`src/hw/nvpp_pkg.sv`:
```
// constants for the parallel programming port of the on-chip nvm
// assumes a 20 mhz aclk and an axi4-lite master with 8-bit addresses
`default_nettype none

package nvpp_pkg;

    // load-select pair codes {hi, lo}
    localparam logic [1:0] SEL_ADDR = 2'h0;  // address byte
    localparam logic [1:0] SEL_DATA = 2'h1;  // data byte
    localparam logic [1:0] SEL_CMD  = 2'h2;  // command byte

    // command codes
    localparam logic [7:0] CMD_NOP      = 8'h00;
    localparam logic [7:0] CMD_READ_SIG = 8'h08;
    localparam logic [7:0] CMD_FLASH    = 8'h10;
    localparam logic [7:0] CMD_EEPROM   = 8'h11;
    localparam logic [7:0] CMD_FUSE     = 8'h40;
    localparam logic [7:0] CMD_ERASE    = 8'h80;

    // page geometry: word index bits inside the address low byte
    localparam int FLASH_WORD_BITS = 5;
    localparam int EE_WORD_BITS    = 2;
    localparam int PAGE_WORDS      = 32;
    localparam int SIG_LAST        = 2;   // highest signature index

    // timing, as printed, then derived cycle counts
    localparam real CLK_MHZ           = 20.0;
    localparam real T_WRITE_MIN_MS    = 3.7;
    localparam real T_WRITE_MAX_MS    = 4.5;
    localparam real T_ERASE_MIN_MS    = 7.5;
    localparam real T_ERASE_MAX_MS    = 9.0;
    localparam real T_BUSY_FALL_MAX_US = 1.0;
    // rounded, since the product is not exact in floating point
    localparam int WRITE_CYCLES =
        int'(T_WRITE_MIN_MS * 1000.0 * CLK_MHZ);
    localparam int ERASE_CYCLES =
        int'($ceil(T_ERASE_MIN_MS * 1000.0 * CLK_MHZ));
    localparam int BUSY_FALL_CYCLES =
        int'($floor(T_BUSY_FALL_MAX_US * CLK_MHZ));
    localparam int CNT_W = 18;            // holds ERASE_CYCLES

    // register byte offsets
    localparam logic [7:0] OFS_CTRL     = 8'h00;
    localparam logic [7:0] OFS_STATUS   = 8'h04;
    localparam logic [7:0] OFS_PAGE     = 8'h08;
    localparam logic [7:0] OFS_FUSE     = 8'h0C;
    localparam logic [7:0] OFS_BUF_IDX  = 8'h10;
    localparam logic [7:0] OFS_BUF_DATA = 8'h14;
    localparam logic [7:0] OFS_CAL      = 8'h18;

    // status field positions
    localparam int ST_BUSY  = 0;
    localparam int ST_ARMED = 1;
    localparam int ST_OP    = 4;
    localparam int ST_CMD   = 8;

    // reset values
    localparam logic       CTRL_EN_RST = 1'b1;
    localparam logic [7:0] FUSE_RST    = 8'hFF;
    localparam logic [7:0] CAL_RST     = 8'h80;

    // identity bytes: arbitrary neutral values
    localparam logic [7:0] SIG_BYTE0 = 8'h5A;
    localparam logic [7:0] SIG_BYTE1 = 8'hA5;
    localparam logic [7:0] SIG_BYTE2 = 8'h3C;

    // axi responses
    localparam logic [1:0] RESP_OKAY   = 2'h0;
    localparam logic [1:0] RESP_SLVERR = 2'h2;

    // last operation started, kept after busy ends
    typedef enum logic [2:0] {
        OP_IDLE, OP_FLASH, OP_EEPROM, OP_FUSE, OP_ERASE
    } nvpp_op_t;

endpackage

`default_nettype wire

```
`src/hw/nvpp_port.sv`:
```
// parallel programming port: command, address and data loading, page
// buffer, timed page program, fuse write, signature and calibration read
// assumes programmer pins already synchronous to aclk; one axi4-lite master
// Notes on behaviour
// - pair 10 plus load strobe loads command
// - pair 01 loads data high or low
// - pair 00, select-one high loads address high
// - page latch stores data word in buffer
// - low address bits word, upper bits page
// - write strobe programs flash page, busy low
// - no-operation command disarms write signals
// - command 11 hex selects eeprom pages
// - write strobe programs eeprom page, busy low
// - fuse write, bit zero programs fuse
// - read command returns signature bytes zero to two
// - read command, select-one high returns calibration
// - busy falls within one microsecond
// - write operations busy 3.7 to 4.5 ms
// - chip erase busy 7.5 to 9 ms
// - pair 00, select-one low loads address low
// - command 10 hex selects flash page write
// - command 80 hex starts chip erase
`default_nettype none

module nvpp_port #(
    parameter int WRITE_CYC = nvpp_pkg::WRITE_CYCLES, // shorten in sim
    parameter int ERASE_CYC = nvpp_pkg::ERASE_CYCLES  // shorten in sim
) (
    input  wire  logic        aclk,
    input  wire  logic        aresetn,
    input  wire  logic [7:0]  awaddr,
    input  wire  logic        awvalid,
    output logic              awready,
    input  wire  logic [31:0] wdata,
    input  wire  logic [3:0]  wstrb,
    input  wire  logic        wvalid,
    output logic              wready,
    output logic [1:0]        bresp,
    output logic              bvalid,
    input  wire  logic        bready,
    input  wire  logic [7:0]  araddr,
    input  wire  logic        arvalid,
    output logic              arready,
    output logic [31:0]       rdata,
    output logic [1:0]        rresp,
    output logic              rvalid,
    input  wire  logic        rready,
    input  wire  logic        load_select_hi,
    input  wire  logic        load_select_lo,
    input  wire  logic        byte_select_one,
    input  wire  logic        byte_select_two,
    input  wire  logic        load_strobe_pin,
    input  wire  logic        page_latch_strobe,
    input  wire  logic        write_strobe_n,
    input  wire  logic        output_enable_n,
    input  wire  logic [7:0]  data_in,
    output logic [7:0]        data_out,
    output logic              data_oe,
    output logic              ready_busy_n
);

    // module state except the busy_len_q helper, registered once per edge
    typedef struct packed {
        logic                      ld_prev;   // load strobe last cycle
        logic                      pl_prev;   // page latch last cycle
        logic                      wr_prev;   // write strobe last cycle
        logic [7:0]                cmd;       // loaded command
        logic                      armed;     // write signals live
        logic [7:0]                addr_lo;
        logic [7:0]                addr_hi;
        logic [7:0]                dat_lo;
        logic [7:0]                dat_hi;
        logic [nvpp_pkg::PAGE_WORDS-1:0][15:0] pbuf; // page buffer
        logic                      busy;
        logic [nvpp_pkg::CNT_W-1:0] cnt;      // busy cycles left
        nvpp_pkg::nvpp_op_t        op;        // last operation
        logic [15:0]               page;      // last programmed page
        logic [7:0]                fuse_lo;
        logic [7:0]                fuse_hi;
        logic [7:0]                dout;
        logic                      doe;
        logic                      en;        // port enable
        logic [7:0]                cal;       // calibration byte
        logic [4:0]                bidx;      // buffer view index
        logic                      aw_held;
        logic [7:0]                aw_addr;
        logic                      w_held;
        logic [31:0]               w_data;
        logic [3:0]                w_strb;
        logic                      bvalid;
        logic [1:0]                bresp;
        logic                      rvalid;
        logic [31:0]               rdata;
        logic [1:0]                rresp;
    } nvpp_state_t;

    nvpp_state_t s_q;  // current state
    nvpp_state_t s_d;  // next state

    logic [1:0] sel;      // load-select pair
    logic       live;     // strobes honoured
    logic       ld_go;    // accepted load strobe rise
    logic       pl_go;    // accepted page latch rise
    logic       wr_go;    // accepted write strobe fall
    logic [4:0] widx;     // word index in page
    logic [31:0] rd_word; // read mux

    assign sel = {load_select_hi, load_select_lo};
    // strobes during an operation are dropped rather than queued
    assign live  = s_q.en & ~s_q.busy;
    assign ld_go = live & load_strobe_pin & ~s_q.ld_prev;
    assign pl_go = live & page_latch_strobe & ~s_q.pl_prev;
    assign wr_go = live & ~write_strobe_n & s_q.wr_prev;

    // word select: eeprom pages are narrower than flash pages
    assign widx = (s_q.cmd == nvpp_pkg::CMD_EEPROM)
                ? {3'h0, s_q.addr_lo[nvpp_pkg::EE_WORD_BITS-1:0]}
                : s_q.addr_lo[nvpp_pkg::FLASH_WORD_BITS-1:0];

    // axi handshakes; new write only after the previous response is gone
    assign awready = ~s_q.aw_held & ~s_q.bvalid;
    assign wready  = ~s_q.w_held & ~s_q.bvalid;
    assign arready = ~s_q.rvalid;

    // register outputs
    assign bvalid       = s_q.bvalid;
    assign bresp        = s_q.bresp;
    assign rvalid       = s_q.rvalid;
    assign rdata        = s_q.rdata;
    assign rresp        = s_q.rresp;
    assign data_out     = s_q.dout;
    assign data_oe      = s_q.doe;
    assign ready_busy_n = ~s_q.busy;

    // register read mux
    always_comb begin
        rd_word = 32'h0000_0000;
        unique case (araddr)
            nvpp_pkg::OFS_CTRL:     rd_word[0] = s_q.en;
            nvpp_pkg::OFS_STATUS: begin
                rd_word[nvpp_pkg::ST_BUSY]       = s_q.busy;
                rd_word[nvpp_pkg::ST_ARMED]      = s_q.armed;
                rd_word[nvpp_pkg::ST_OP +: 3]    = s_q.op;
                rd_word[nvpp_pkg::ST_CMD +: 8]   = s_q.cmd;
            end
            nvpp_pkg::OFS_PAGE:     rd_word[15:0] = s_q.page;
            nvpp_pkg::OFS_FUSE:     rd_word[15:0] = {s_q.fuse_hi, s_q.fuse_lo};
            nvpp_pkg::OFS_BUF_IDX:  rd_word[4:0] = s_q.bidx;
            nvpp_pkg::OFS_BUF_DATA: rd_word[15:0] = s_q.pbuf[s_q.bidx];
            nvpp_pkg::OFS_CAL:      rd_word[7:0] = s_q.cal;
            default:                rd_word = 32'h0000_0000;
        endcase
    end

    // next-state logic for pins, timer and bus
    always_comb begin
        s_d = s_q;
        s_d.ld_prev = load_strobe_pin;
        s_d.pl_prev = page_latch_strobe;
        s_d.wr_prev = write_strobe_n;

        // busy countdown; ends exactly after the loaded count
        if (s_q.busy) begin
            if (s_q.cnt == nvpp_pkg::CNT_W'(1)) begin
                s_d.busy = 1'b0;
            end
            s_d.cnt = s_q.cnt - nvpp_pkg::CNT_W'(1);
        end

        // load strobe: command, address or data byte
        if (ld_go) begin
            unique case (sel)
                nvpp_pkg::SEL_CMD: begin
                    s_d.cmd   = data_in;
                    // no-op drops the write signals, others arm them
                    s_d.armed = (data_in != nvpp_pkg::CMD_NOP);
                end
                nvpp_pkg::SEL_DATA: begin
                    if (byte_select_one) begin
                        s_d.dat_hi = data_in;
                    end else begin
                        s_d.dat_lo = data_in;
                    end
                end
                nvpp_pkg::SEL_ADDR: begin
                    if (byte_select_one) begin
                        s_d.addr_hi = data_in;
                    end else begin
                        s_d.addr_lo = data_in;
                    end
                end
                default: ;  // pair 11 is not a load code
            endcase
        end

        // page latch: data word into buffer slot
        if (pl_go && byte_select_one) begin
            s_d.pbuf[widx] = {s_q.dat_hi, s_q.dat_lo};
        end

        // write strobe fall starts the timed operation
        if (wr_go && s_q.armed) begin
            if (s_q.cmd == nvpp_pkg::CMD_FUSE) begin
                // written value: 0 programs, 1 erases, stored as given
                if (byte_select_one && !byte_select_two) begin
                    s_d.fuse_hi = s_q.dat_lo;
                end else if (!byte_select_one && !byte_select_two) begin
                    s_d.fuse_lo = s_q.dat_lo;
                end
                s_d.busy = 1'b1;
                s_d.cnt  = nvpp_pkg::CNT_W'(WRITE_CYC);
                s_d.op   = nvpp_pkg::OP_FUSE;
            end else if (!byte_select_one) begin
                if (s_q.cmd == nvpp_pkg::CMD_FLASH) begin
                    s_d.page = {5'h00, s_q.addr_hi,
                                s_q.addr_lo[7:nvpp_pkg::FLASH_WORD_BITS]};
                    s_d.busy = 1'b1;
                    s_d.cnt  = nvpp_pkg::CNT_W'(WRITE_CYC);
                    s_d.op   = nvpp_pkg::OP_FLASH;
                end else if (s_q.cmd == nvpp_pkg::CMD_EEPROM) begin
                    s_d.page = {2'h0, s_q.addr_hi,
                                s_q.addr_lo[7:nvpp_pkg::EE_WORD_BITS]};
                    s_d.busy = 1'b1;
                    s_d.cnt  = nvpp_pkg::CNT_W'(WRITE_CYC);
                    s_d.op   = nvpp_pkg::OP_EEPROM;
                end else if (s_q.cmd == nvpp_pkg::CMD_ERASE) begin
                    // erased cells read back as all ones
                    s_d.pbuf = '1;
                    s_d.busy = 1'b1;
                    s_d.cnt  = nvpp_pkg::CNT_W'(ERASE_CYC);
                    s_d.op   = nvpp_pkg::OP_ERASE;
                end
            end
        end

        // read path: registered, well inside the 250 ns budget
        s_d.doe  = 1'b0;
        s_d.dout = 8'h00;
        if (!output_enable_n && s_q.en
            && s_q.cmd == nvpp_pkg::CMD_READ_SIG) begin
            if (!byte_select_one) begin
                unique case (s_q.addr_lo)
                    8'h00: s_d.dout = nvpp_pkg::SIG_BYTE0;
                    8'h01: s_d.dout = nvpp_pkg::SIG_BYTE1;
                    8'h02: s_d.dout = nvpp_pkg::SIG_BYTE2;
                    default: s_d.dout = 8'h00;
                endcase
                s_d.doe = (s_q.addr_lo <= 8'(nvpp_pkg::SIG_LAST));
            end else if (s_q.addr_lo == 8'h00) begin
                s_d.dout = s_q.cal;
                s_d.doe  = 1'b1;
            end
        end

        // axi write channels, taken in either order
        if (awvalid && awready) begin
            s_d.aw_held = 1'b1;
            s_d.aw_addr = awaddr;
        end
        if (wvalid && wready) begin
            s_d.w_held = 1'b1;
            s_d.w_data = wdata;
            s_d.w_strb = wstrb;
        end
        if (s_q.aw_held && s_q.w_held) begin
            s_d.aw_held = 1'b0;
            s_d.w_held  = 1'b0;
            s_d.bvalid  = 1'b1;
            s_d.bresp   = nvpp_pkg::RESP_OKAY;
            unique case (s_q.aw_addr)
                nvpp_pkg::OFS_CTRL: begin
                    if (s_q.w_strb[0]) s_d.en = s_q.w_data[0];
                end
                nvpp_pkg::OFS_BUF_IDX: begin
                    if (s_q.w_strb[0]) s_d.bidx = s_q.w_data[4:0];
                end
                nvpp_pkg::OFS_CAL: begin
                    if (s_q.w_strb[0]) s_d.cal = s_q.w_data[7:0];
                end
                nvpp_pkg::OFS_STATUS, nvpp_pkg::OFS_PAGE,
                nvpp_pkg::OFS_FUSE, nvpp_pkg::OFS_BUF_DATA: ; // read only
                default: s_d.bresp = nvpp_pkg::RESP_SLVERR;
            endcase
        end else if (s_q.bvalid && bready) begin
            s_d.bvalid = 1'b0;
        end

        // axi read: one cycle from address to data
        if (arvalid && arready) begin
            s_d.rvalid = 1'b1;
            s_d.rdata  = rd_word;
            s_d.rresp  = (araddr > nvpp_pkg::OFS_CAL || araddr[1:0] != 2'h0)
                       ? nvpp_pkg::RESP_SLVERR : nvpp_pkg::RESP_OKAY;
        end else if (s_q.rvalid && rready) begin
            s_d.rvalid = 1'b0;
        end
    end

    // state register, synchronous reset
    always_ff @(posedge aclk) begin
        if (!aresetn) begin
            s_q         <= '0;
            s_q.ld_prev <= 1'b1;  // no false edge at release
            s_q.wr_prev <= 1'b1;
            s_q.pl_prev <= 1'b1;
            s_q.pbuf    <= '1;
            s_q.en      <= nvpp_pkg::CTRL_EN_RST;
            s_q.fuse_lo <= nvpp_pkg::FUSE_RST;
            s_q.fuse_hi <= nvpp_pkg::FUSE_RST;
            s_q.cal     <= nvpp_pkg::CAL_RST;
        end else begin
            s_q <= s_d;
        end
    end

    // helper: length of the busy run just ended
    logic [nvpp_pkg::CNT_W-1:0] busy_len_q;
    always_ff @(posedge aclk) begin
        if (!aresetn || !s_q.busy) begin
            busy_len_q <= s_q.busy ? busy_len_q : '0;
        end
        if (!aresetn) begin
            busy_len_q <= '0;
        end else if (s_q.busy) begin
            busy_len_q <= busy_len_q + nvpp_pkg::CNT_W'(1);
        end else if (!s_d.busy) begin
            busy_len_q <= '0;
        end
    end

    localparam int BF = 20;  // busy fall bound in cycles
endmodule

`default_nettype wire

```
`config.mk`:
```
export PLATFORM = sky130hd
export DESIGN_NAME = nvpp_port
export DESIGN_NICKNAME = d
export VERILOG_FILES = /design/src/hw/nvpp_pkg.sv /design/src/hw/nvpp_port.sv
export SDC_FILE = /design/constraint.sdc
export NUM_CORES = 2
export LEC_CHECK = 0
export ABC_AREA = 1
export BUFFER_PORTS_ARGS = -buffer_cell sky130_fd_sc_hd__buf_2
export CORE_ASPECT_RATIO = 1.1
export CORE_MARGIN = 4
export CORE_UTILIZATION = 40
export DETAILED_ROUTE_END_ITERATION = 8
export PLACE_DENSITY = 0.59
export SYNTH_ARGS = -nofsm -noshare
export SYNTH_HDL_FRONTEND = slang
export SYNTH_SLANG_ARGS = --single-unit
```
`constraint.sdc`:
```
create_clock -name aclk -period 3 [get_ports aclk]
set_input_delay 0.6 -clock aclk [delete_from_list [all_inputs] [get_ports aclk]]
set_output_delay 0.6 -clock aclk [all_outputs]
set_load 0.005 [all_outputs]
```
* Yosys cells after proc, flatten, opt, wreduce, memory -nomap -nowiden
Index checks and enable logic that the tools add are counted.
Storage, ports and cells: word-level logic and storage cells 194, bits in writable memories 0, input bits 75, latch bits 0, memory bits (read-only) 0, memories 0, bits in registers 674
Cells by class: reduce and logical (&&, ||, !) cells 42, bitwise logic cells 21, order comparisons 5, div/mod/pow operators 0, $mul 0, add/subtract/negate cells 1, equal/unequal tests 23, shifts and indexed selects 0, multiplexer cells 40
Operators with widths (count):
- two-way mux 512 bit | 4
- two-way mux 566 bit | 1
- two-way mux 550 bit | 1
- two-way mux 534 bit | 1
- bitwise mux 512 bit | 1
- binary-select mux 16 bit (select 5 bit) | 1
- demux 16 bit (select 5 bit) | 1
- two-way mux 16 bit | 5
- equality test 8 x 5 -> 1 bit, second input constant | 8
- two-way mux 22 bit | 2
- equality test 8 x 4 -> 1 bit, second input constant | 5
- two-way mux 38 bit | 1
- case mux 8 bit (4 select lines) | 1
- AND reduction 3 bit | 9
- logical NOT 8 bit | 3
- two-way mux 8 bit | 3
- case mux 8 bit (3 select lines) | 1
- case mux 2 bit (5 select lines) | 2
- two-way mux 19 bit | 1
- equality test 18 x 1 -> 1 bit, second input constant | 1
- two-way mux 9 bit | 2
- subtractor 18 x 1 -> 18 bit, second input constant | 1
- equality test 8 x 3 -> 1 bit, second input constant | 2
- logical AND 1 bit | 13
- 29 further kinds | 62

* Depth between registers and ports, before layout
depth after elaboration 14, mapped depth 14, mapped depth without buffers 13

* Least setup slack after synthesis
No wires, ideal clock.
path type input-to-reg, from input byte_select_one, to register s_q[489] (netlist name), data arrival time 1804 ps, path slack 1067 ps, stages on the path 10, data required time 2871 ps, library setup time 129 ps, buffers on the path 1, cell sequence inv_2 > nor4_4 > inv_2 > nor2_4 > inv_2 > nor2_1 > inv_1 > buf_4 > a21oi_1 > o21ai_0
On the way: word-level cells in the longest chain between the ends 8
Ends and longest elaborated chain:
- from (decl) | line nvpp_port.sv:50 | input wire logic byte_select_one,
- logical AND 1 bit | line nvpp_port.sv:197 | if (pl_go && byte_select_one) begin
- two-way mux 512 bit | line nvpp_port.sv:197
- two-way mux 534 bit | line nvpp_port.sv:226 | end else if (s_q.cmd == nvpp_pkg::CMD_ERASE) begin
- two-way mux 512 bit | line nvpp_port.sv:220 | end else if (s_q.cmd == nvpp_pkg::CMD_EEPROM) begin
- two-way mux 512 bit | line nvpp_port.sv:214 | if (s_q.cmd == nvpp_pkg::CMD_FLASH) begin
- two-way mux 550 bit | line nvpp_port.sv:213 | end else if (!byte_select_one) begin
- two-way mux 512 bit | line nvpp_port.sv:203 | if (s_q.cmd == nvpp_pkg::CMD_FUSE) begin
- two-way mux 566 bit (*) | line nvpp_port.sv:202 | if (wr_go && s_q.armed) begin
- to (decl) | line nvpp_port.sv:97 | nvpp_state_t s_q;
Every way passes the cells marked *; elsewhere a longest branch is shown, timed or not. The select of a mux whose other input is x is not followed. A chain may end at the register's enable or synchronous reset.

* Final worst setup path
from register s_q[84] (netlist name), to register s_q (netlist bit rdata[8])
On the way: word-level cells in the longest chain between the ends 3
Ends and longest elaborated chain:
- binary-select mux 16 bit (select 5 bit) | line nvpp_port.sv:149 | nvpp_pkg::OFS_BUF_DATA: rd_word[15:0] = s_q.pbuf[s_q.bidx];
- two-way mux 16 bit (implied by the code) | line nvpp_port.sv:149
- case mux 8 bit (4 select lines) | line nvpp_port.sv:138 | unique case (araddr)
No other way between the ends. The select of a mux whose other input is x is not followed.

==> flow_summary.toml <==
[timing]
unrepaired_setup_endpoints_after_global_routing = "no"
timing.max_slew.rel_slack_pct = 43.0
timing.final.hold_violations = 0
fin_tns_setup_ns = 0
fin_crit_ns = 2.53
timing.final.max_slew_violations = 0
setup_viol = 0
clock.fmax_mhz = 395
tightest_slew_ns = 0.855
layout_worst_path_cycle_share_pct = 84.4
clock-skew-final_ns = 0.0254

[detailed_routing]
vias = 27200
drt_first_pass_iters = 6
drc_errors = 0
antenna_left = 0
routed_wire_length_per_instance_um = 18.3
initialDrtViolationCount = 2305
drt-total-wl_mm = 93.9
post_drt_via_cell_ratio = 5.31

[clocking]
numCtsBuffers = 71
total_setup_buffers_inserted_after_cts = 0
hold_buffers = 0
cts-htree-levels = 3
clock_tree_buffer_depth = 3
postCtsResizedCells = 0
worst_setup_hold_path_clk_slew_ns = 0.06
tritoncts = "yes"
numClockSinks = 670
worstSkewPairLatency_ns = 0.61
cts.root.buffer_cell = "clkbuf_16"

[layout]
num_antenna_cells = 0
drive_gt1_share_pct = 8.70
finish.net_count = 4184
fin_cells = 5117
area.growth.synth_to_final_pct = 10.6

[place]
globalplace.congestion = 0.862
numPortBuffers = 80
post-dp-hpwl_mm = 57.8
dpl.cell_count = 4988

[setup_path]
setup.worst_path.end = "rdata[8]"
ff2ff_setup_slack_ns = 0.47
path_cells = "inv_8 > buf_12 > nand2_1 > nand3_1 > nand3_1 > nand2_1 > nand2_1 > nand3_1 > nand3_1 > nand2_1 > nand2_1 > a21oi_1"
critPathCaptureType = "flop"
timing.critical_path.from_type = "flop"
reg2regPathDepth = 12
worst_setup_path_startpoint = "s_q[84]"
max_stage_delay_ns = 0.48
worst-endpoint-required_ns = 3.53
critical_path_arrival_ns = 3.06
crit_type = "flop to flop"
critical_path.reg2reg.endpoint = "rdata[8]"
crit_top_cell = "nand2_1"
critPathMaxFanout = 44
critical_path.slowest_cell = "dfxtp_4"
worst_r2r_startpoint = "s_q[84]"

[pwr]
cellPowerDensity_mw_per_mm2 = 564
static_leakage_nw = 14.6
max-vdd-ir-drop_v = 0.000671

[synthesis]
dominantRegCellSynth = "dfxtp_1"
syn-mean-instance-area_sq_um = 7.03
netlist_top_cells_count = "nand2_1 (1,354), nand3_1 (715), dfxtp_1 (670), a21oi_1 (371), o21ai_0 (326)"
syn_inst = 4209
synth.lib_cells_used.distinct = 44
asyncSetResetFlopFracSynth_pct = 0
synth-seq-cells = 670
synth_edf_count = 0
top_cells_by_area_synth = "dfxtp_1 (45%), nand2_1 (17%), nand3_1 (12%)"
seq_area_frac_synth_pct = 45.3
netlist_area_sq_mm = 0.0296
most_common_cell_in_the_netlist = "nand2_1"
synth_top_area_cell = "dfxtp_1"
yosys.area.top_type_share_pct = 45.3
ys.warnings.count = 0

[global_route]
grt_start_max_net_pins = 86
grt_util_all_layers_pct = 23.2
grt_first_pass_wirelength_mm = 145
grt_overflow = 0
grt_antenna_before_repair = 2
first_global_vias = 24700

[floorplan]
initial_core_util_pct = 40.4
dieWidth_um = 267
die_h_um = 293
num_io_pins = 126
num_rows = 104
design.die.area_sq_mm = 0.0784
core_area_sq_mm = 0.0733

[status]
run_status = "finished, final reports clean"

[min_path]
worst_hold_path_type = "primary input to flop"

[flow_run]
maxCapViolations = 0
report_power, final:
| group | internal [mW] | switching (mW) |
|---|---|---|
| sequential | 8.94 | 0.0308 |
| combinational | 0.145 | 0.390 |
| clock | 5.28 | 3.68 |
| total | 14.4 | 4.10 |
area by class of cell:
cell class	instances	area [sq um]
fill	7636	40500
multi-input combinational	3033	13700
sequential	670	13400
clock buffer	111	2220
timing repair buffer	176	1410
tap	954	1190
inverter	155	632
clock inverter	18	160
worst min-delay path by stage:
stage,startpoint,to,cells after the start
4_1_cts,write_strobe_n,s_q[714],3
6_report,write_strobe_n,s_q[714],3
3_3_place_gp,s_q[571],s_q[571],2
5_1_grt,load_strobe_pin,s_q[716],3
3_5_place_dp,s_q[574],s_q[574],2
2_1_floorplan,s_q[289],s_q[289],2
flip-flops by register name, indices dropped and copies added (netlist names):
name,flops
data_oe,1
rresp,1
s_q,641
rdata,16
bresp,1
data_out,8
rvalid,1
bvalid,1
kinds of logic after synthesis:
| kind of cell | synth area share [%] |
|---|---|
| buffers and inverters | 8.61 |
| XOR/XNOR | 0.266 |
| AND/OR/NAND/NOR | 32.7 |
| AO/OA/AOI/OAI | 13.1 |
| adder cells (fa/ha/maj) | 0.0845 |
| flip-flops | 45.3 |
| other | 0.0127 |
per-layer routing:
metal	track usage [%]	vias up	part of all wire (%)
met1	30.6	12600	44
met5	0	-	0.027
met3	3.17	164	5.4
li1	-	13600	-
met4	8.75	4	3.6
met2	38.8	752	47
stage by stage:
stage	utilization, %	power (mW)	hold WS (ns)	setup WS [ns]	area (sq um)
floorplan	-	9.52	0.429	1.07	29700
global placement	41.5	9.70	0.437	0.457	30400
detailed placement	41.5	9.71	0.442	0.433	30400
CTS	44.7	18.6	0.165	0.478	32800
global route	44.7	19.1	0.198	0.292	32800
finish	44.7	18.5	0.190	0.467	32800
cell usage in the layout (no fill, tap or decap), types with 28 or more instances in the layout:
cell / n
a21oi_1: 371
o21ai_1: 28
nor2_1: 99
o21ai_0: 326
nand2_1: 1353
clkbuf_16: 76
inv_1: 117
buf_4: 73
dfxtp_1: 667
buf_2: 80
nand3_1: 715
worst max-delay path: cells and delay by family, from the launching register on:
kind	cells	cell delay (ns)
AO/OA/AOI/OAI	1	0.11
flip-flops	1	0.48
buffers and inverters	2	0.59
AND/OR/NAND/NOR	9	1.21
No activity file was read; power rests on OpenSTA's default activity.
